`src/common/ssc_pkg.sv`:
```
// Constants and types for the synchronous serial channel
package ssc_pkg;
	localparam logic [2:0] ADDR_MODE = 3'h0;
	localparam logic [2:0] ADDR_BAUD = 3'h1;
	localparam logic [2:0] ADDR_CTRL = 3'h2;
	localparam logic [2:0] ADDR_TXB = 3'h3;
	localparam logic [2:0] ADDR_RXB = 3'h4;
	localparam logic [2:0] ADDR_STAT = 3'h5;
	localparam logic [2:0] ADDR_MASK = 3'h6;
	// Mode bits
	localparam int MODE_CLOCK_DIRECTION_SELECT_BIT = 0;
	localparam int MODE_SRC_LSB = 1;
	localparam int MODE_POL_BIT = 3;
	localparam int MODE_MSB_BIT = 4;
	localparam int MODE_CONT_BIT = 5;
	// Control bits
	localparam int CTRL_TXEN_BIT = 0;
	localparam int CTRL_RXEN_BIT = 1;
	localparam int CTRL_IRS_BIT = 2;
	// Status bits
	localparam int ST_TX_BIT = 0;
	localparam int ST_RX_BIT = 1;
	localparam int ST_OVR_BIT = 2;
	localparam logic [7:0] MODE_RESET = 8'h00;
	localparam logic [7:0] BAUD_RESET = 8'h00;
	localparam logic [7:0] CTRL_RESET = 8'h00;
	localparam logic [3:0] FRAME_BITS = 4'h8;
	localparam logic [3:0] OVR_BIT_NUM = 4'h7;
	localparam logic [5:0] PRE_DIV8 = 6'h07;
	localparam logic [5:0] PRE_DIV32 = 6'h1F;
	typedef enum logic [1:0]
	{
		SSC_IDLE = 2'b00,
		SSC_LOAD = 2'b01,
		SSC_SHIFT = 2'b10
	} ssc_state_e;
endpackage : ssc_pkg

```
`src/hdl/ssc_channel.sv`:
```
// Synchronous serial channel, clock synchronous mode
//
// The placing of the registers and the plain strobed port were decided locally.
`timescale 1ns/1ns
`default_nettype none
module ssc_channel
(
	input wire logic i_clk,
	input wire logic i_reset,
	input wire logic [2:0] i_addr,
	input wire logic [7:0] i_wdata,
	input wire logic i_wr,
	input wire logic i_rd,
	output logic [7:0] o_rdata,
	input wire logic i_sclk_in,
	output logic o_sclk_out,
	output logic o_sclk_oe,
	input wire logic i_rxd,
	output logic o_txd,
	output logic o_irq
);
	import ssc_pkg::*;

	// ----------------------------------------
	// Registers
	// ----------------------------------------
	logic [7:0] mode_ff, baud_ff, ctrl_ff, txb_ff, rxb_ff, sts_ff, mask_ff, rdata_ff;
	logic tx_empty_ff, rx_full_ff, cont_arm_ff;
	logic [7:0] txsh_ff, rxsh_ff;
	logic [3:0] bitcnt_ff;
	logic [5:0] pre_ff;
	logic [7:0] brg_ff;
	logic sclk_ff, txd_ff, irq_ff, sclk_oe_ff;
	logic [2:0] pin_ff;
	ssc_state_e state_ff;

	wire wr_mode = i_wr && i_addr == ADDR_MODE;
	wire wr_baud = i_wr && i_addr == ADDR_BAUD;
	wire wr_ctrl = i_wr && i_addr == ADDR_CTRL;
	wire wr_txb = i_wr && i_addr == ADDR_TXB;
	wire wr_stat = i_wr && i_addr == ADDR_STAT;
	wire wr_mask = i_wr && i_addr == ADDR_MASK;
	wire rd_rxb = i_rd && i_addr == ADDR_RXB;

	wire ext_clk = mode_ff[MODE_CLOCK_DIRECTION_SELECT_BIT];
	wire [1:0] src_sel = mode_ff[MODE_SRC_LSB +: 2];
	wire pol = mode_ff[MODE_POL_BIT];
	wire msb_first = mode_ff[MODE_MSB_BIT];
	wire cont_rx = mode_ff[MODE_CONT_BIT];
	wire tx_en = ctrl_ff[CTRL_TXEN_BIT];
	wire rx_en = ctrl_ff[CTRL_RXEN_BIT];
	wire irs = ctrl_ff[CTRL_IRS_BIT];
	wire idle_lvl = ~pol;

	// ----------------------------------------
	// Internal clock: prescaler and divider
	// ----------------------------------------
	// Source 0 is f1, 1 is f8, else f32
	wire [5:0] pre_max = (src_sel == 2'h0) ? 6'h00 : (src_sel == 2'h1) ? PRE_DIV8 : PRE_DIV32;
	wire pre_tick = (pre_ff >= pre_max);
	// Each half period lasts n+1 source ticks, so full period is 2(n+1)
	wire half_tick = pre_tick && (brg_ff == 8'h00);
	wire running = (state_ff == SSC_SHIFT);

	// ----------------------------------------
	// External clock sampling
	// ----------------------------------------
	// Pin passes three flops; edge counted once second and third agree
	logic ext_lvl_ff;
	wire pin_stable = (pin_ff[1] == pin_ff[2]);
	wire ext_rise = ext_clk && pin_stable && pin_ff[2] && !ext_lvl_ff;
	wire ext_fall = ext_clk && pin_stable && !pin_ff[2] && ext_lvl_ff;
	wire int_rise = !ext_clk && running && half_tick && !sclk_ff;
	wire int_fall = !ext_clk && running && half_tick && sclk_ff;
	wire rise = ext_rise || int_rise;
	wire fall = ext_fall || int_fall;
	// Polarity zero samples on rise, shifts on fall
	wire samp_edge = running && (pol ? fall : rise);
	wire shift_edge = running && (pol ? rise : fall);

	// ----------------------------------------
	// Start and frame control
	// ----------------------------------------
	wire can_start = tx_en && !tx_empty_ff;
	wire rx_go = rx_en && can_start;
	wire cont_go = cont_rx && rx_en && cont_arm_ff;
	wire start = (state_ff == SSC_IDLE) && (can_start || cont_go);
	wire last_samp = samp_edge && (bitcnt_ff == FRAME_BITS - 4'h1);
	wire ovr_hit = samp_edge && (bitcnt_ff == OVR_BIT_NUM - 4'h1) && rx_full_ff;
	wire [7:0] rx_next = msb_first ? {rxsh_ff[6:0], i_rxd} : {i_rxd, rxsh_ff[7:1]};
	wire tx_bit = msb_first ? txsh_ff[7] : txsh_ff[0];
	wire [7:0] tx_next = msb_first ? {txsh_ff[6:0], 1'b0} : {1'b0, txsh_ff[7:1]};
	logic rx_act_ff;
	wire tx_irq_ev = start && can_start && !irs || last_samp && irs && tx_en;
	wire rx_irq_ev = last_samp && rx_act_ff;
	wire [7:0] ev = {5'h00, ovr_hit, rx_irq_ev, tx_irq_ev};
	// Set wins over the write-one clear
	wire [7:0] nxt_sts = (sts_ff & ~(wr_stat ? i_wdata : 8'h00)) | ev;

	logic [7:0] rd_mux;
	always_comb
	begin
		case (i_addr)
			ADDR_MODE: rd_mux = mode_ff;
			ADDR_BAUD: rd_mux = baud_ff;
			ADDR_CTRL: rd_mux = {ctrl_ff[7:4], tx_empty_ff, ctrl_ff[2:0]};
			ADDR_RXB: rd_mux = rxb_ff;
			ADDR_STAT: rd_mux = sts_ff;
			ADDR_MASK: rd_mux = mask_ff;
			default: rd_mux = 8'h00;
		endcase
	end

	// ----------------------------------------
	// Register file
	// ----------------------------------------
	always_ff @(posedge i_clk)
	begin
		if (i_reset)
		begin
			mode_ff <= MODE_RESET;
			baud_ff <= BAUD_RESET;
			ctrl_ff <= CTRL_RESET;
			mask_ff <= 8'h00;
			sts_ff <= 8'h00;
			rdata_ff <= 8'h00;
			irq_ff <= 1'b0;
		end
		else
		begin
			if (wr_mode)
				mode_ff <= i_wdata;
			if (wr_baud)
				baud_ff <= i_wdata;
			if (wr_ctrl)
				ctrl_ff <= {5'h00, i_wdata[2:0]};
			if (wr_mask)
				mask_ff <= i_wdata;
			sts_ff <= nxt_sts;
			rdata_ff <= i_rd ? rd_mux : 8'h00;
			irq_ff <= |(nxt_sts & mask_ff);
		end
	end

	// ----------------------------------------
	// Buffers and shifter
	// ----------------------------------------
	always_ff @(posedge i_clk)
	begin
		if (i_reset)
		begin
			txb_ff <= 8'h00;
			rxb_ff <= 8'h00;
			tx_empty_ff <= 1'b1;
			rx_full_ff <= 1'b0;
			cont_arm_ff <= 1'b0;
			txsh_ff <= 8'h00;
			rxsh_ff <= 8'h00;
			bitcnt_ff <= 4'h0;
			rx_act_ff <= 1'b0;
			state_ff <= SSC_IDLE;
			txd_ff <= 1'b1;
		end
		else
		begin
			if (wr_txb)
			begin
				txb_ff <= i_wdata;
				tx_empty_ff <= 1'b0;
			end
			if (rd_rxb)
			begin
				rx_full_ff <= 1'b0;
				// Arm only in continuous mode, so a stale read cannot start a later frame
				cont_arm_ff <= cont_rx;
			end
			case (state_ff)
				SSC_IDLE:
				begin
					if (start)
					begin
						state_ff <= SSC_LOAD;
						bitcnt_ff <= 4'h0;
						rx_act_ff <= rx_go || cont_go;
						// Dummy all-ones frame on continuous receive with no data
						txsh_ff <= can_start ? txb_ff : 8'hFF;
						if (can_start && !wr_txb)
							tx_empty_ff <= 1'b1;
						if (cont_go && !rd_rxb)
							cont_arm_ff <= 1'b0;
					end
				end
				SSC_LOAD:
				begin
					txd_ff <= tx_bit;
					txsh_ff <= tx_next;
					state_ff <= SSC_SHIFT;
				end
				SSC_SHIFT:
				begin
					if (samp_edge)
					begin
						rxsh_ff <= rx_next;
						bitcnt_ff <= bitcnt_ff + 4'h1;
					end
					if (shift_edge && bitcnt_ff != 4'h0 && bitcnt_ff < FRAME_BITS)
					begin
						txd_ff <= tx_bit;
						txsh_ff <= tx_next;
					end
					if (last_samp)
					begin
						state_ff <= SSC_IDLE;
						if (rx_act_ff)
						begin
							// Overrun leaves received data undefined; latest frame kept
							rxb_ff <= rx_next;
							rx_full_ff <= 1'b1;
						end
					end
				end
				default: state_ff <= SSC_IDLE;
			endcase
		end
	end

	// ----------------------------------------
	// Clock generation and pin sampling
	// ----------------------------------------
	always_ff @(posedge i_clk)
	begin
		if (i_reset)
		begin
			pre_ff <= 6'h00;
			brg_ff <= 8'h00;
			sclk_ff <= 1'b1;
			sclk_oe_ff <= 1'b1;
			pin_ff <= 3'h7;
			ext_lvl_ff <= 1'b1;
		end
		else
		begin
			pin_ff <= {pin_ff[1:0], i_sclk_in};
			sclk_oe_ff <= !ext_clk;
			if (pin_stable)
				ext_lvl_ff <= pin_ff[2];
			pre_ff <= (!running || pre_tick) ? 6'h00 : pre_ff + 6'h01;
			if (!running)
				brg_ff <= baud_ff;
			else if (pre_tick)
				brg_ff <= (brg_ff == 8'h00) ? baud_ff : brg_ff - 8'h01;
			if (!running || ext_clk)
				sclk_ff <= idle_lvl;
			else if (half_tick)
				sclk_ff <= ~sclk_ff;
		end
	end

	assign o_rdata = rdata_ff;
	assign o_sclk_out = sclk_ff;
	assign o_sclk_oe = sclk_oe_ff;
	assign o_txd = txd_ff;
	assign o_irq = irq_ff;

	// ----------------------------------------
	// Checks
	// ----------------------------------------
	a_frame_len: assert property (@(posedge i_clk) disable iff (i_reset)
		last_samp |-> bitcnt_ff == 4'h7)
		else $error("frame length wrong");
	a_tx_start: assert property (@(posedge i_clk) disable iff (i_reset)
		(state_ff == SSC_IDLE && !can_start && !cont_go) |=> state_ff == SSC_IDLE)
		else $error("transmit started without data");
	a_rx_start: assert property (@(posedge i_clk) disable iff (i_reset)
		(start && (rx_go || cont_go)) |=> rx_act_ff)
		else $error("receive not armed");
	a_tx_irq: assert property (@(posedge i_clk) disable iff (i_reset)
		(start && can_start && !irs) |=> sts_ff[ST_TX_BIT])
		else $error("transmit irq missing");
	a_rx_irq: assert property (@(posedge i_clk) disable iff (i_reset)
		(last_samp && rx_act_ff) |=> sts_ff[ST_RX_BIT] && rx_full_ff)
		else $error("receive irq missing");
	a_overrun: assert property (@(posedge i_clk) disable iff (i_reset)
		(samp_edge && bitcnt_ff == 4'h6 && rx_full_ff) |=> sts_ff[ST_OVR_BIT])
		else $error("overrun not flagged");
	a_idle_clock: assert property (@(posedge i_clk) disable iff (i_reset)
		(state_ff == SSC_IDLE && $past(state_ff) == SSC_IDLE && $stable(pol)) |->
		o_sclk_out == ~pol)
		else $error("clock not idle");
	a_cont_rx: assert property (@(posedge i_clk) disable iff (i_reset)
		(rd_rxb && cont_rx) |=> cont_arm_ff || state_ff != SSC_IDLE)
		else $error("continuous receive not armed");
	a_irq_level: assert property (@(posedge i_clk) disable iff (i_reset)
		##1 o_irq == $past(|(nxt_sts & mask_ff)))
		else $error("irq level wrong");
endmodule : ssc_channel
`default_nettype wire

```
`config.mk`:
```
export PLATFORM = sky130hd
export DESIGN_NAME = ssc_channel
export DESIGN_NICKNAME = d
export VERILOG_FILES = /design/src/common/ssc_pkg.sv /design/src/hdl/ssc_channel.sv
export SDC_FILE = /design/constraint.sdc
export NUM_CORES = 1
export LEC_CHECK = 0
export BUFFER_PORTS_ARGS = -buffer_cell sky130_fd_sc_hd__buf_2
export CAP_MARGIN = 20
export CORE_MARGIN = 5
export CORE_UTILIZATION = 60
export DETAILED_ROUTE_END_ITERATION = 10
export PLACE_DENSITY = 0.79
export SLEW_MARGIN = 10
export SYNTH_ARGS = -nofsm -noshare
export SYNTH_HDL_FRONTEND = slang
export SYNTH_SLANG_ARGS = --single-unit
```
`constraint.sdc`:
```
create_clock -name i_clk -period 3.5 [get_ports i_clk]
set_input_delay 0.525 -clock i_clk [delete_from_list [all_inputs] [get_ports i_clk]]
set_output_delay 0.525 -clock i_clk [all_outputs]
set_load 0.02 [all_outputs]
```
---- Word-level counts from Yosys, hierarchy flattened ----
Index checks and enable logic that the tools add are counted.
word-level totals
  bits in registers ....................... 107
  bits of input ports ..................... 17
  output and inout bits ................... 12
  word-level logic and storage cells ...... 162
operators by class
  $add $sub $neg .......................... 3
  order comparisons ....................... 2
  equal/unequal tests ..................... 17
  muxes and demuxes ....................... 38
  bitwise gates (word level) .............. 7
  reductions and logical operators ........ 71
operators by type and width
  cell                                                   number
  two-way mux 8 bit                                      9
  one-hot mux 8 bit (6 select lines)                     1
  logical AND 1 bit                                      36
  one-hot mux 8 bit (3 select lines)                     1
  two-way mux 1 bit                                      18
  AND 8 bit                                              2
  two-way mux 5 bit                                      2
  equality test 3 bit, second input constant             3
  zero test 1 bit                                        9
  AND reduction 3 bit                                    3
  equality test 4 x 3 -> 1 bit, second input constant    2
  zero test 8 bit                                        1
  two-way mux 4 bit                                      2
  NOT 8 bit                                              1
  bitwise OR 8 x 3 -> 8 bit                              1
  one-hot mux 4 bit (2 select lines)                     1
  AND reduction 2 bit                                    4
  OR reduction 8 bit                                     1
  subtractor 8 x 1 -> 8 bit, second input constant       1
  logical OR 1 bit                                       7
  adder 6 x 1 -> 6 bit, second input constant            1
  equality test 3 x 2 -> 1 bit, second input constant    2
  greater-or-equal comparator 6 x 5 -> 1 bit             1
  inequality test 2 x 1 -> 1 bit, second input constant  3
  17 further kinds                                       26

---- Longest topological paths before layout ----
Gate-level depths: netlist of the first run.
  word-level depth ........................ 17
  gate-level depth with buffers ........... 11
  gate-level depth less buffers ........... 10

---- Least setup slack after synthesis of the first run ----
Ideal clock, no wire load.
  path kind ............................... reg-to-reg
  start ................................... register mode_ff[1]
  end ..................................... register brg_ff[0]
  library setup time ...................... 0.070 ns
  arrival ................................. 2.322 ns
  data required time ...................... 3.430 ns
  path slack .............................. 1.107 ns
  stages on the path, launching flop included .. 11
  path buffers ............................ 2
  period minus slack after synthesis ...... 2.393 ns
  cell sequence ........................... dfxtp_1 -> or2_2 -> ha_1 -> nand2b_1 -> a21oi_1 -> o21ai_0 -> or2_2 -> clkbuf_1 -> clkbuf_1 -> nand3_1 -> a21oi_1
on the way
  longest elaborated chain between the ends .. 5
  elaborated cells on any way between the ends .. 6
  those cells by class .................... 1 x order compare; 2 x eq/ne; 2 x mux; 1 x reduce/logical
ends and longest elaborated chain
  element                                         RTL line            text
  start: declaration                              ssc_channel.sv:27   logic [7:0] mode_ff, baud_ff, ctrl_ff, txb_ff, rxb_ff, sts_ff, mask_ff, rdata_ff;
  start signal: assignment                        ssc_channel.sv:132  mode_ff <= i_wdata;
  equality test 2 x 1 -> 1 bit                    ssc_channel.sv:59   wire [5:0] pre_max = (src_sel == 2'h0) ? 6'h00 : (src_sel == 2'h1) ? PRE_DIV8 : PRE_DIV32;
  two-way mux 5 bit                               ssc_channel.sv:59
  two-way mux 5 bit (*)                           ssc_channel.sv:59
  greater-or-equal comparator 6 x 5 -> 1 bit (*)  ssc_channel.sv:60   wire pre_tick = (pre_ff >= pre_max);
  inequality test 2 bit (no source line) (*)      -
  end signal: assignment                          ssc_channel.sv:249  brg_ff <= baud_ff;
  end signal: assignment                          ssc_channel.sv:251  brg_ff <= (brg_ff == 8'h00) ? baud_ff : brg_ff - 8'h01;
  end: declaration                                ssc_channel.sv:32   logic [7:0] brg_ff;
Mark *: on every way between the ends. The rest lies on a longest branch, timed or not.
A chain may end at the register's enable or synchronous reset.

---- Final worst setup path of the first run ----
  start ................................... register mode_ff[1]
  end ..................................... register rxsh_ff[1]
on the way
  longest elaborated chain between the ends .. 11
  elaborated cells on any way between the ends .. 14
  those cells by class .................... 1 x order compare; 1 x eq/ne; 3 x mux; 9 x reduce/logical
ends and longest elaborated chain
  element                                         RTL line                              text
  equality test 2 x 1 -> 1 bit                    ssc_channel.sv:59
  two-way mux 5 bit                               ssc_channel.sv:59
  two-way mux 5 bit (*)                           ssc_channel.sv:59
  greater-or-equal comparator 6 x 5 -> 1 bit (*)  ssc_channel.sv:60
  logical AND 1 bit (*)                           ssc_channel.sv:62                     wire half_tick = pre_tick && (brg_ff == 8'h00);
  logical AND 1 bit (*)                           ssc_channel.sv:73, ssc_channel.sv:74
  logical AND 1 bit (on tied branches)            ssc_channel.sv:73, ssc_channel.sv:74
  logical OR 1 bit (on tied branches)             ssc_channel.sv:75, ssc_channel.sv:76
  two-way mux 1 bit (*)                           ssc_channel.sv:78                     wire samp_edge = running && (pol ? fall : rise);
  logical AND 1 bit (*)                           ssc_channel.sv:78
  AND reduction 2 bit (no source line) (*)        -
  end signal: assignment                          ssc_channel.sv:203                    rxsh_ff <= rx_next;
  end: declaration                                ssc_channel.sv:29                     logic [7:0] txsh_ff, rxsh_ff;
Marks and branches as above.

==> results of run 1 <==
## sequential cells by signal (all words and copies together) (netlist names)
| name | count |
|---|---|
| txb_ff | 8 |
| bitcnt_ff | 4 |
| cont_arm_ff | 1 |
| tx_empty_ff | 1 |
| txsh_ff | 8 |
| ctrl_ff | 3 |
| baud_ff | 8 |
| o_rdata | 8 |
| mask_ff | 8 |
| o_sclk_oe | 1 |
| o_txd | 1 |
| pin_ff | 3 |
| mode_ff | 8 |
| rxb_ff | 8 |
| state_ff | 2 |
| o_irq | 1 |
| pre_ff | 6 |
| sts_ff | 8 |
| rx_act_ff | 1 |
| rxsh_ff | 8 |
| brg_ff | 8 |
| ext_lvl_ff | 1 |
| o_sclk_out | 1 |
| rx_full_ff | 1 |
## cells in the mapped netlist (all sizes together), types with 4 or more instances
cell      n  share of area (%)
a211o     9                1.5
a211oi   20                3.0
a21oi    69                7.2
a22oi     4               0.58
a31oi     4               0.49
and3      9                1.1
buf       7               0.90
clkbuf   26                1.9
dfxtp   107                 42
ha       16                3.9
inv      19                1.4
mux2i    22                4.3
mux4      5                2.2
nand2   104                7.6
nand2b   10                1.2
nand3    29                3.1
nand4     4               0.49
nor2     48                3.5
nor2b     6               0.73
nor3     22                2.1
o211ai    5               0.83
o21ai    19                1.9
or2       6               0.73
## power by group through the flow
stage	Sequential [mW]	Clock (mW)	Combinational, mW
4_1_cts	1.31	0.773	0.340
6_report	1.31	0.759	0.341
2_1_floorplan	1.33	0	0.264
5_1_grt	1.32	0.834	0.378
3_3_place_gp	1.33	0	0.329
3_5_place_dp	1.34	0	0.339
## layout make-up
class / count / area share [%]
Inverter: 19 / 1.298
Sequential cell: 107 / 38.99
Clock inverter: 6 / 1.230
Timing Repair Buffer: 31 / 2.961
Clock buffer: 10 / 2.505
Multi-Input combinational cell: 453 / 50.63
Tap cell: 105 / 2.391
## routing by layer
metal | global-route usage [%] | share of wire, % | vias up
met5 | 0 | 0 | -
met4 | 8.073 | 1.5 | 0
met3 | 6.022 | 7.0 | 17
met2 | 40.52 | 48 | 155
met1 | 32.48 | 44 | 2111
li1 | - | - | 2188
## kinds of logic after synthesis
logic type / synth area share (%)
flip-flops: 41.68
XOR/XNOR: 0.8524
buffers and inverters: 4.188
AND/OR/NAND/NOR: 22.64
multiplexers: 7.134
adder cells (fa/ha/maj): 3.896
AO/OA/AOI/OAI: 19.60
## worst max-delay path by stage
stage | endpoint | slack, ps | cells past startpoint
5_1_grt | rxsh_ff[1]$_SDFFE_PP0P_ | 340 | 9
3_5_place_dp | bitcnt_ff[2]$_SDFFE_PP0P_ | 610 | 9
4_1_cts | rxsh_ff[1]$_SDFFE_PP0P_ | 570 | 9
6_report | rxsh_ff[1]$_SDFFE_PP0P_ | 570 | 9
3_3_place_gp | bitcnt_ff[2]$_SDFFE_PP0P_ | 800 | 9
2_1_floorplan | brg_ff[0]$_SDFFE_PP0P_ | 1110 | 10
## per-stage QoR
step                      utilization [%]  area [um2]
after floorplan                         -        5139
after global placement              63.73        5289
after detailed placement            63.73        5289
after CTS                           66.20        5494
after global routing                66.20        5494
final                               66.20        5494
==> results.md, run 1 <==
- Avg Cell Area, Syn: 8.397 um2
- Total global-route track usage: 24.84%
- CTS Buf Count: 9
- CP top delay family: compound AO/OA/AOI/OAI gates
- Clk Latency, worst-skew pair: 380 ps
- Worst hold start: i_sclk_in
- Via density: 6.116
- Highest clock rate: 0.3419 GHz
- Mapped Cells: 612
- Port bufs: 28
- Final Skew: 15.57 ps
- P_sw: 0.7107 mW
- Total power: 2.410 mW
- H-tree Lvls: 3
- Worst hold margin: 330.9 ps
- Critical path required time: 3790 ps
- Antenna violations before repair: 0
- Post-layout minimum cycle time: 2925 ps
- Final-stage net count: 654
- Worst setup EP type: flop
- P&R area growth vs syn: 6.915%
- Leakage: 1.931 nW
- Worst hold path cell count: 2
- Die Height: 102.5 um
- Pwr per Cell Area: 438.6 mW/mm2
- Final Hold Violating Endpoints: 0
- Setup ws final: 574.9 ps
- Die W: 102.5 um
- TritonRoute pass-1 iters: 5
- Final setup violation count: 0
- Core Footprint: 0.008299 mm2
- RD Place Congestion: 0.8974
- Reg2reg setup slack: 570 ps
- Critical path origin: mode_ff[1]$_SDFFE_PP0P_
- Cell variety after synth: 60
- Gr ovfl total: 0
- Async SR Flop Fraction: 0%
- Period utilization: 83.57%
- Clk pwr share: 31.5%
- CP Buf/Inv Count: 0
- Cell Int Power: 1.699 mW
- Clock transition at the registers of the reported paths: 100 ps
- CTS Hold Bufs: 0
- Mapped Area: 0.005139 mm2
- Post-DR wirelength/cell: 16.95 um
- Routed Antenna Nets: 0
- Slew Viols, Final: 0
- Area of the multi-input gates: 0.002781 mm2
- Layout cells sized above 1: 11.82%
- Most frequent cells in the layout: dfxtp_1 (107), nand2_1 (104), a21oi_1 (67)
- Worst r2r path cells: 9
- Worst R2R Start: mode_ff[1]$_SDFFE_PP0P_
- # diodes: 0
- # DRC: 0
- Wire length of the first global-routing pass: 20600 um
- Switching Fraction: 29.50%
- R2r endpoint: rxsh_ff[1]$_SDFFE_PP0P_
- RSZ-0062 raised after global routing: no
- Yosys reg bits: 107
- Finished Layout Cells: 731
- Clock Sinks: 107
- Mapped Nets: 645
- Vias in the first global route: 4277
- Placed cells: 715
- Post-Route Setup TNS: 0 ps
- Largest net degree at the start of global routing: 93
- CTS tree: built
- Outcome: completed
- Critical path's largest stage delay: 570 ps
- DP Worst Slack: 608.3 ps
- Hpwl dp: 8757 um
- Clock root buffer: clkbuf_8
- Count of filler cells inserted in the layout: 717
- # resized after CTS: 0
- Peak fanout along the critical path: 23
- Drt total wl: 12390 um
- Min-delay worst type: in -> reg
- Reg power frac: 54.4%
- Relative slew slack: 30.92%
- Hold EP: pin_ff[0]$_SDFF_PP1_
- EDFF count, synth: 0
- CP Class: reg -> reg
- Clk buf depth: 2
- Row cnt: 33
- CP cell instances: or2_2, ha_1, nand2b_1, a21oi_1, o21ai_0, o211ai_2, a21oi_4, nor2_1, a211oi_1
- Via count: 4471
- WP data arrival: 3210 ps
- Sequential share of the synthesized area: 41.68%
- Max cap viols: 0
- Most common cell after layout, fill and taps aside: dfxtp_1
- Initial Util: 61.92%
- Seq. cell area: 0.002142 mm2
- Ports: 29
- CP max-delay cell: a21oi_4
- Maximum VDD drop: 282.2 uV
- Die Area: 0.01052 mm2
- Post-CTS setup buffer count: 0
- Post-synth top flop: dfxtp_1
- Least-Margin Pin Slew: 1035 ps
- DRT iter0 DRCs: 278
- Yosys Warn Count: 0
- Part of the power in combinational logic: 14.1%
- Crit start category: flop
Note: power is estimated with default switching activity, not from simulation.
==> run 2: changes to the inputs <==
--- a/config.mk
+++ b/config.mk
@@ -8,9 +8,9 @@
 export BUFFER_PORTS_ARGS = -buffer_cell sky130_fd_sc_hd__buf_2
 export CAP_MARGIN = 20
 export CORE_MARGIN = 5
-export CORE_UTILIZATION = 60
+export CORE_UTILIZATION = 55
 export DETAILED_ROUTE_END_ITERATION = 10
-export PLACE_DENSITY = 0.79
+export PLACE_DENSITY = 0.76
 export SLEW_MARGIN = 10
 export SYNTH_ARGS = -nofsm -noshare
 export SYNTH_HDL_FRONTEND = slang
==> constraint.sdc (replaced) <==
create_clock -name i_clk -period 2.55 [get_ports i_clk]
set_input_delay 0.3825 -clock i_clk [delete_from_list [all_inputs] [get_ports i_clk]]
set_output_delay 0.3825 -clock i_clk [all_outputs]
set_load 0.02 [all_outputs]
==> run 2 against run 1 <==
Net effect: clock skew down 5.8 ps; first-iteration DRC count up 43%; core utilization down 3.9 points; global-route usage down 1.0 points; clock power up 31%; register-to-register slack worse by 550 ps; critical path type unchanged.
==> results.md, run 2 (synthesized netlist as in run 1, its figures left out) <==
- Highest clock rate: 0.3962 GHz (+16%)
- CTS Hold Bufs: 0 (unchanged)
- # diodes: 0 (unchanged)
- Post-layout minimum cycle time: 2524 ps (-401.2 ps)
- Outcome: completed
- RSZ-0062 raised after global routing: yes
- Largest net degree at the start of global routing: 93 (unchanged)
- Pwr per Cell Area: 574.8 mW/mm2 (+31%)
- Count of filler cells inserted in the layout: 812 (+13%)
- Antenna violations before repair: 0 (unchanged)
- Clk Latency, worst-skew pair: 380 ps (about the same)
- Maximum VDD drop: 492.2 uV (+74%)
- RD Place Congestion: 0.9211 (+2.6%)
- DRT iter0 DRCs: 397 (+43%)
- Max cap viols: 0 (unchanged)
- Die Area: 0.01138 mm2 (+8.2%)
- Row cnt: 35 (+6.1%)
- Final setup violation count: 0 (unchanged)
- Core Footprint: 0.009196 mm2 (+11%)
- Relative slew slack: 28.12% (-2.8 points)
- Via density: 6.098 (-0.30%)
- Most common cell after layout, fill and taps aside: dfxtp_1
- Final Hold Violating Endpoints: 0 (unchanged)
- Clock Sinks: 107 (unchanged)
- Clock transition at the registers of the reported paths: 100 ps (about the same)
- Clk buf depth: 2 (unchanged)
- Via count: 4616 (+3.2%)
- Placed cells: 736 (+2.9%)
- Most frequent cells in the layout: dfxtp_1 (105), nand2_1 (104), a21oi_1 (66)
- P_sw: 0.9606 mW (+35%)
- CTS Buf Count: 9 (unchanged)
- Die W: 106.7 um (+4.0%)
- H-tree Lvls: 3 (unchanged)
- Least-Margin Pin Slew: 1077 ps (+41.91 ps)
- Routed Antenna Nets: 0 (unchanged)
- Post-DR wirelength/cell: 17.63 um (+4.0%)
- Initial Util: 55.88% (-6.0 points)
- Clock root buffer: clkbuf_8
- Vias in the first global route: 4349 (+1.7%)
- # DRC: 0 (unchanged)
- Ports: 29 (unchanged)
- Gr ovfl total: 0 (unchanged)
- Peak fanout along the critical path: 5 (-78%)
- Slew Viols, Final: 0 (unchanged)
- P&R area growth vs syn: 11.44%
- TritonRoute pass-1 iters: 6 (+1)
- Final Util: 62.27% (-3.9 points)
- Leakage: 2.051 nW (+6.2%)
- Min-delay worst type: in -> reg
- Reg power frac: 54.6% (+0.2 points)
- Port bufs: 28 (unchanged)
- Worst setup EP type: flop
- Worst hold margin: 183.2 ps (-147.7 ps)
- CP Class: reg -> reg
- Final Skew: 9.803 ps (-5.765 ps)
- WP data arrival: 2800 ps (-410 ps)
- Drt total wl: 13350 um (+7.7%)
- Final-stage net count: 675 (+3.2%)
- Die Height: 106.7 um (+4.0%)
- Clk pwr share: 30.3% (-1.2 points)
- Crit start category: flop
- Cell Int Power: 2.331 mW (+37%)
- Total global-route track usage: 23.84% (-1.0 points)
- Total power: 3.292 mW (+37%)
- Finished Layout Cells: 757 (+3.6%)
- CTS tree: built
- Period utilization: 98.98% (+15 points)
- Part of the power in combinational logic: 15.1% (+1.0 points)
- Setup ws final: 26.04 ps (-548.8 ps)
- Critical path required time: 2830 ps (-960 ps)
- Switching Fraction: 29.18% (-0.31 points)
- Wire length of the first global-routing pass: 21640 um (+5.0%)
- Hpwl dp: 9274 um (+5.9%)
- DP Worst Slack: -31.14 ps (-639.5 ps)
- Layout cells sized above 1: 15.94% (+4.1 points)
## run 2: final cells by class
| type | count | area (um2) | share of cell area (%) |
|---|---|---|---|
| Timing Repair Buffer | 52 | 345.3 | 6.030 |
| Inverter | 19 | 71.32 | 1.245 |
| Tap cell | 111 | 138.9 | 2.425 |
| Clock inverter | 5 | 46.29 | 0.8084 |
| Multi-Input combinational cell | 453 | 2843 | 49.64 |
| Clock buffer | 10 | 137.6 | 2.403 |
| Sequential cell | 107 | 2145 | 37.45 |
## run 2: path summary, 6_finish.rpt
path | from | end | slack [ps] | cells after the start
worst max-delay path | brg_ff[2]$_SDFFE_PP0P_ | o_irq$_SDFF_PP0_ | 30 | 8
worst min-delay path | i_sclk_in | pin_ff[0]$_SDFF_PP1_ | 180 | 2
worst max register to register | brg_ff[2]$_SDFFE_PP0P_ | o_irq$_SDFF_PP0_ | 30 | 8
worst min register to register | pin_ff[0]$_SDFF_PP1_ | pin_ff[1]$_SDFF_PP1_ | 430 | 1
## run 2: metal layers
metal / routed length, um / global-route usage [%]
met4: 320 / 7.489
met1: 5758 / 31.13
met3: 845 / 4.756
met5: 0 / 0
met2: 6422 / 39.70
## run 2: timing repair
item                                   4_1_cts  5_1_grt
buffers inserted                             2        4
pin swaps                                    3        5
setup endpoints to repair                   21       21
resized for setup                            5       10
endpoints found under the hold margin        0        0
cloned                                       0        0
## run 2: power by group through the flow
stage	Clock [mW]	Sequential, mW	Combinational, mW
after floorplan	0	1.83	0.363
after global placement	0	1.83	0.464
after detailed placement	0	1.83	0.481
after CTS	1.02	1.80	0.486
after global routing	1.09	1.81	0.548
final	0.998	1.80	0.496
## run 2: through the flow
step | TNS, ps | area (um2)
after floorplan | 0 | 5139
after global placement | 0 | 5434
after detailed placement | -84.25 | 5434
after CTS | 0 | 5643
after global routing | -54.84 | 5727
final | 0 | 5727
## run 2: worst max-delay path, cell delays in order, from the launching register on
cell       delay, ps
dfxtp_1          330
or4_4            570
nor4b_4          310
a31o_2           260
o211ai_4         140
buf_4            170
a2111oi_2        290
o21ai_1          120
o221ai_1         240
==> run 3: changes to the inputs <==
--- a/config.mk
+++ b/config.mk
@@ -5,6 +5,7 @@
 export SDC_FILE = /design/constraint.sdc
 export NUM_CORES = 1
 export LEC_CHECK = 0
+export ABC_AREA = 1
 export BUFFER_PORTS_ARGS = -buffer_cell sky130_fd_sc_hd__buf_2
 export CAP_MARGIN = 20
 export CORE_MARGIN = 5
==> run 3 against run 2 <==
Net effect: count of clock-buffer cells in the layout stayed put; area after synthesis is 2.4% lower; final cell count increased by 8.5%; largest cell class unchanged; cell area fell by 4.7%; sequential power increased by 3%; critical path type unchanged; via count decreased by 1.9%.
==> results.md, run 3 <==
- Outcome: completed
- Cell Int Power: 2.485 mW (+6.6%)
- Hold EP: pin_ff[0]$_SDFF_PP1_
- Max cap viols: 0 (unchanged)
- RSZ-0062 raised after global routing: no
- Final instance area: 0.005459 mm2 (-4.7%)
- Layout cells sized above 1: 10.66% (-5.3 points)
- # DRC: 0 (unchanged)
- Largest area contributor in the netlist: dfxtp_1
- Post-Route Setup TNS: 0 ps (unchanged)
- Sequential share of the synthesized area: 42.70% (+1.0 points)
- Wire length of the first global-routing pass: 19930 um (-7.9%)
- Mapped Nets: 720 (+12%)
- Clk Latency, worst-skew pair: 370 ps (about the same)
- Critical path required time: 2880 ps (+50 ps)
- Reg power frac: 51.9% (-2.7 points)
- Worst r2r path cells: 19 (+11)
- Port bufs: 28 (unchanged)
- Async SR Flop Fraction: 0% (unchanged)
- RD Place Congestion: 0.9052 (-1.7%)
- Min-delay worst type: in -> reg
- Pwr per Cell Area: 652.9 mW/mm2 (+14%)
- Final Util: 61.99% (-0.28 points)
- Final Skew: 11.52 ps (+1.712 ps)
- Worst hold path cell count: 2 (unchanged)
- Vias in the first global route: 4193 (-3.6%)
- Crit start category: flop
- Clock root buffer: clkbuf_8
- Largest net degree at the start of global routing: 47 (-49%)
- Post-DR wirelength/cell: 14.46 um (-18%)
- Mapped Cells: 687 (+12%)
- Post-CTS setup buffer count: 0 (-2)
- Total global-route track usage: 21.76% (-2.1 points)
- Clock transition at the registers of the reported paths: 110 ps (about the same)
- Period utilization: 87.20% (-12 points)
- Worst hold start: i_sclk_in
- Clock Sinks: 107 (unchanged)
- CP Class: reg -> reg
- Slew Viols, Final: 0 (unchanged)
- Final-stage net count: 741 (+9.8%)
- Clk buf depth: 2 (unchanged)
- Via count: 4529 (-1.9%)
- Top cells by count, synth: dfxtp_1 (107), inv_1 (103), nand2_1 (94)
- Switching Fraction: 30.28% (+1.1 points)
- Row cnt: 34 (-2.9%)
- Part of the power in combinational logic: 16.3% (+1.2 points)
- Initial Util: 56.96% (+1.1 points)
- # diodes: 0 (unchanged)
- Peak fanout along the critical path: 19 (+14)
- TritonRoute pass-1 iters: 8 (+2)
- Via density: 5.516 (-9.5%)
- Post-synthesis xor/xnor area fraction: 1.746% (+0.89 points)
- Worst setup EP type: flop
- Count leader, synth: dfxtp_1
- Hpwl dp: 8746 um (-5.7%)
- Antenna violations before repair: 0 (unchanged)
- Yosys Warn Count: 0 (unchanged)
- Multiplexer share of the synthesized area: 0% (-7.1 points)
- # resized after CTS: 0 (-5)
- Avg Cell Area, Syn: 7.301 um2 (-13%)
- P_sw: 1.079 mW (+12%)
- Post-synth top flop: dfxtp_1
- EDFF count, synth: 0 (unchanged)
- DRT iter0 DRCs: 348 (-12%)
- Clk pwr share: 31.8% (+1.5 points)
- CTS Buf Count: 9 (unchanged)
- Final setup violation count: 0 (unchanged)
- Post-layout minimum cycle time: 2224 ps (-300.3 ps)
- Least-Margin Pin Slew: 490.9 ps (-585.9 ps)
- Most common cell after layout, fill and taps aside: dfxtp_1
- Die Area: 0.01113 mm2 (-2.2%)
- Post-Place Cell Area: 0.005235 mm2 (-3.7%)
- Adder-Cell Fraction of Synth Area: 3.991% (+0.095 points)
- Share of the synthesized area in the top cell type: 42.70% (+1.0 points)
- Worst R2R Start: mode_ff[1]$_SDFFE_PP0P_
- Gr ovfl total: 0 (unchanged)
- P&R area growth vs syn: 8.830%
- Mapped Area: 0.005016 mm2 (-2.4%)
- Critical path origin: mode_ff[1]$_SDFFE_PP0P_
- Synth Area in Simple Gates: 19.76% (-2.9 points)
- Leakage: 2.201 nW (+7.3%)
- Die W: 105.5 um (-1.1%)
- Leading post-synthesis cells by cell area: dfxtp_1 (43%), a21oi_1 (8.3%), o21ai_0 (7.8%)
- Most frequent cells in the layout: dfxtp_1 (107), inv_1 (103), nand2_1 (94)
- Final Hold Violating Endpoints: 0 (unchanged)
- Highest clock rate: 0.4497 GHz (+14%)
- Drt total wl: 11870 um (-11%)
- Worst hold margin: 195.4 ps (+12.19 ps)
- Core Footprint: 0.008806 mm2 (-4.2%)
- R2r endpoint: o_irq$_SDFF_PP0_
- Ports: 29 (unchanged)
- H-tree Lvls: 3 (unchanged)
- Largest family of logic cells by synthesized area: compound AO/OA/AOI/OAI gates
- Die Height: 105.5 um (-1.1%)
- WP data arrival: 2550 ps (-250 ps)
- Routed Antenna Nets: 0 (unchanged)
- Compound-Gate Fraction of Synth Area: 21.55% (+2.0 points)
- Relative slew slack: 66.43% (+38 points)
- CTS Hold Bufs: 0 (unchanged)
- Total power: 3.564 mW (+8.3%)
- Reg2reg setup slack: 330 ps (+300 ps)
- Cell variety after synth: 38 (-37%)
- Yosys reg bits: 107 (unchanged)
- CTS tree: built
- Maximum VDD drop: 363.1 uV (-26%)
run 3: changes by cell type after synthesis, sizes merged, moves of 14 or more:
cell and delta:
a211oi -19, a21oi +14, inv +87, mux2i -22, nor2 +26, nor3 -21
o21ai +64, o22ai +16
run 3: worst max-delay path by stage:
stage,slack (ps),endpoint,cells after the start
2_1_floorplan,590,rxsh_ff[6]$_SDFFE_PP0P_,17
3_3_place_gp,430,o_irq$_SDFF_PP0_,19
3_5_place_dp,320,rxb_ff[3]$_SDFFE_PP0P_,16
4_1_cts,300,rxb_ff[3]$_SDFFE_PP0P_,16
5_1_grt,20,o_irq$_SDFF_PP0_,19
6_report,330,o_irq$_SDFF_PP0_,19
run 3: cell families after synthesis:
kind of cell | after synthesis
buf+inv | 132
flops | 107
simple gates | 223
xor+xnor | 10
fa+ha+maj | 16
compound gates | 199
run 3: metrics by stage:
step                worst slack [ps]  cells
floorplan                      589.5    687
global placement               429.6    805
detailed placement             318.2    805
CTS                            296.9    821
global route                   17.88    821
finish                         326.4    821
run 3: layer usage:
metal	track usage (%)	vias up	wire [um]
met1	28.27	2076	5296
li1	-	2290	-
met3	5.196	24	765
met4	6.290	0	217
met5	0	-	0
met2	36.16	139	5593
run 3: power groups by stage:
stage / Sequential [mW] / Clock, mW / Combinational [mW]
floorplan: 1.87 / 0 / 0.439
global placement: 1.88 / 0 / 0.559
detailed placement: 1.88 / 0 / 0.578
CTS: 1.85 / 1.15 / 0.582
global route: 1.86 / 1.23 / 0.662
finish: 1.85 / 1.13 / 0.582
run 3: layout make-up:
cell class	instances	area, um2
multi-input combinational	448	2362
timing repair buffer	36	200.2
inverter	106	397.9
sequential	107	2142
clock buffer	10	137.6
tap	108	135.1
clock inverter	6	83.83
fill	776	3347
run 3: worst max-delay path: stages (launching register included):
cell and delay, ps:
dfxtp_1 350, nor2_2 160, inv_1 60, ha_1 270, inv_1 40, nand2_1 40
nand2_1 40, nand2_1 50, nand2_1 40, nand2_1 120, nand3_2 120, nand3_2 100
nand2_2 90, nor2_8 180, nand3_4 190, nand2_1 100, nand2_1 50, nand3_1 70
nand2_1 50, inv_1 60
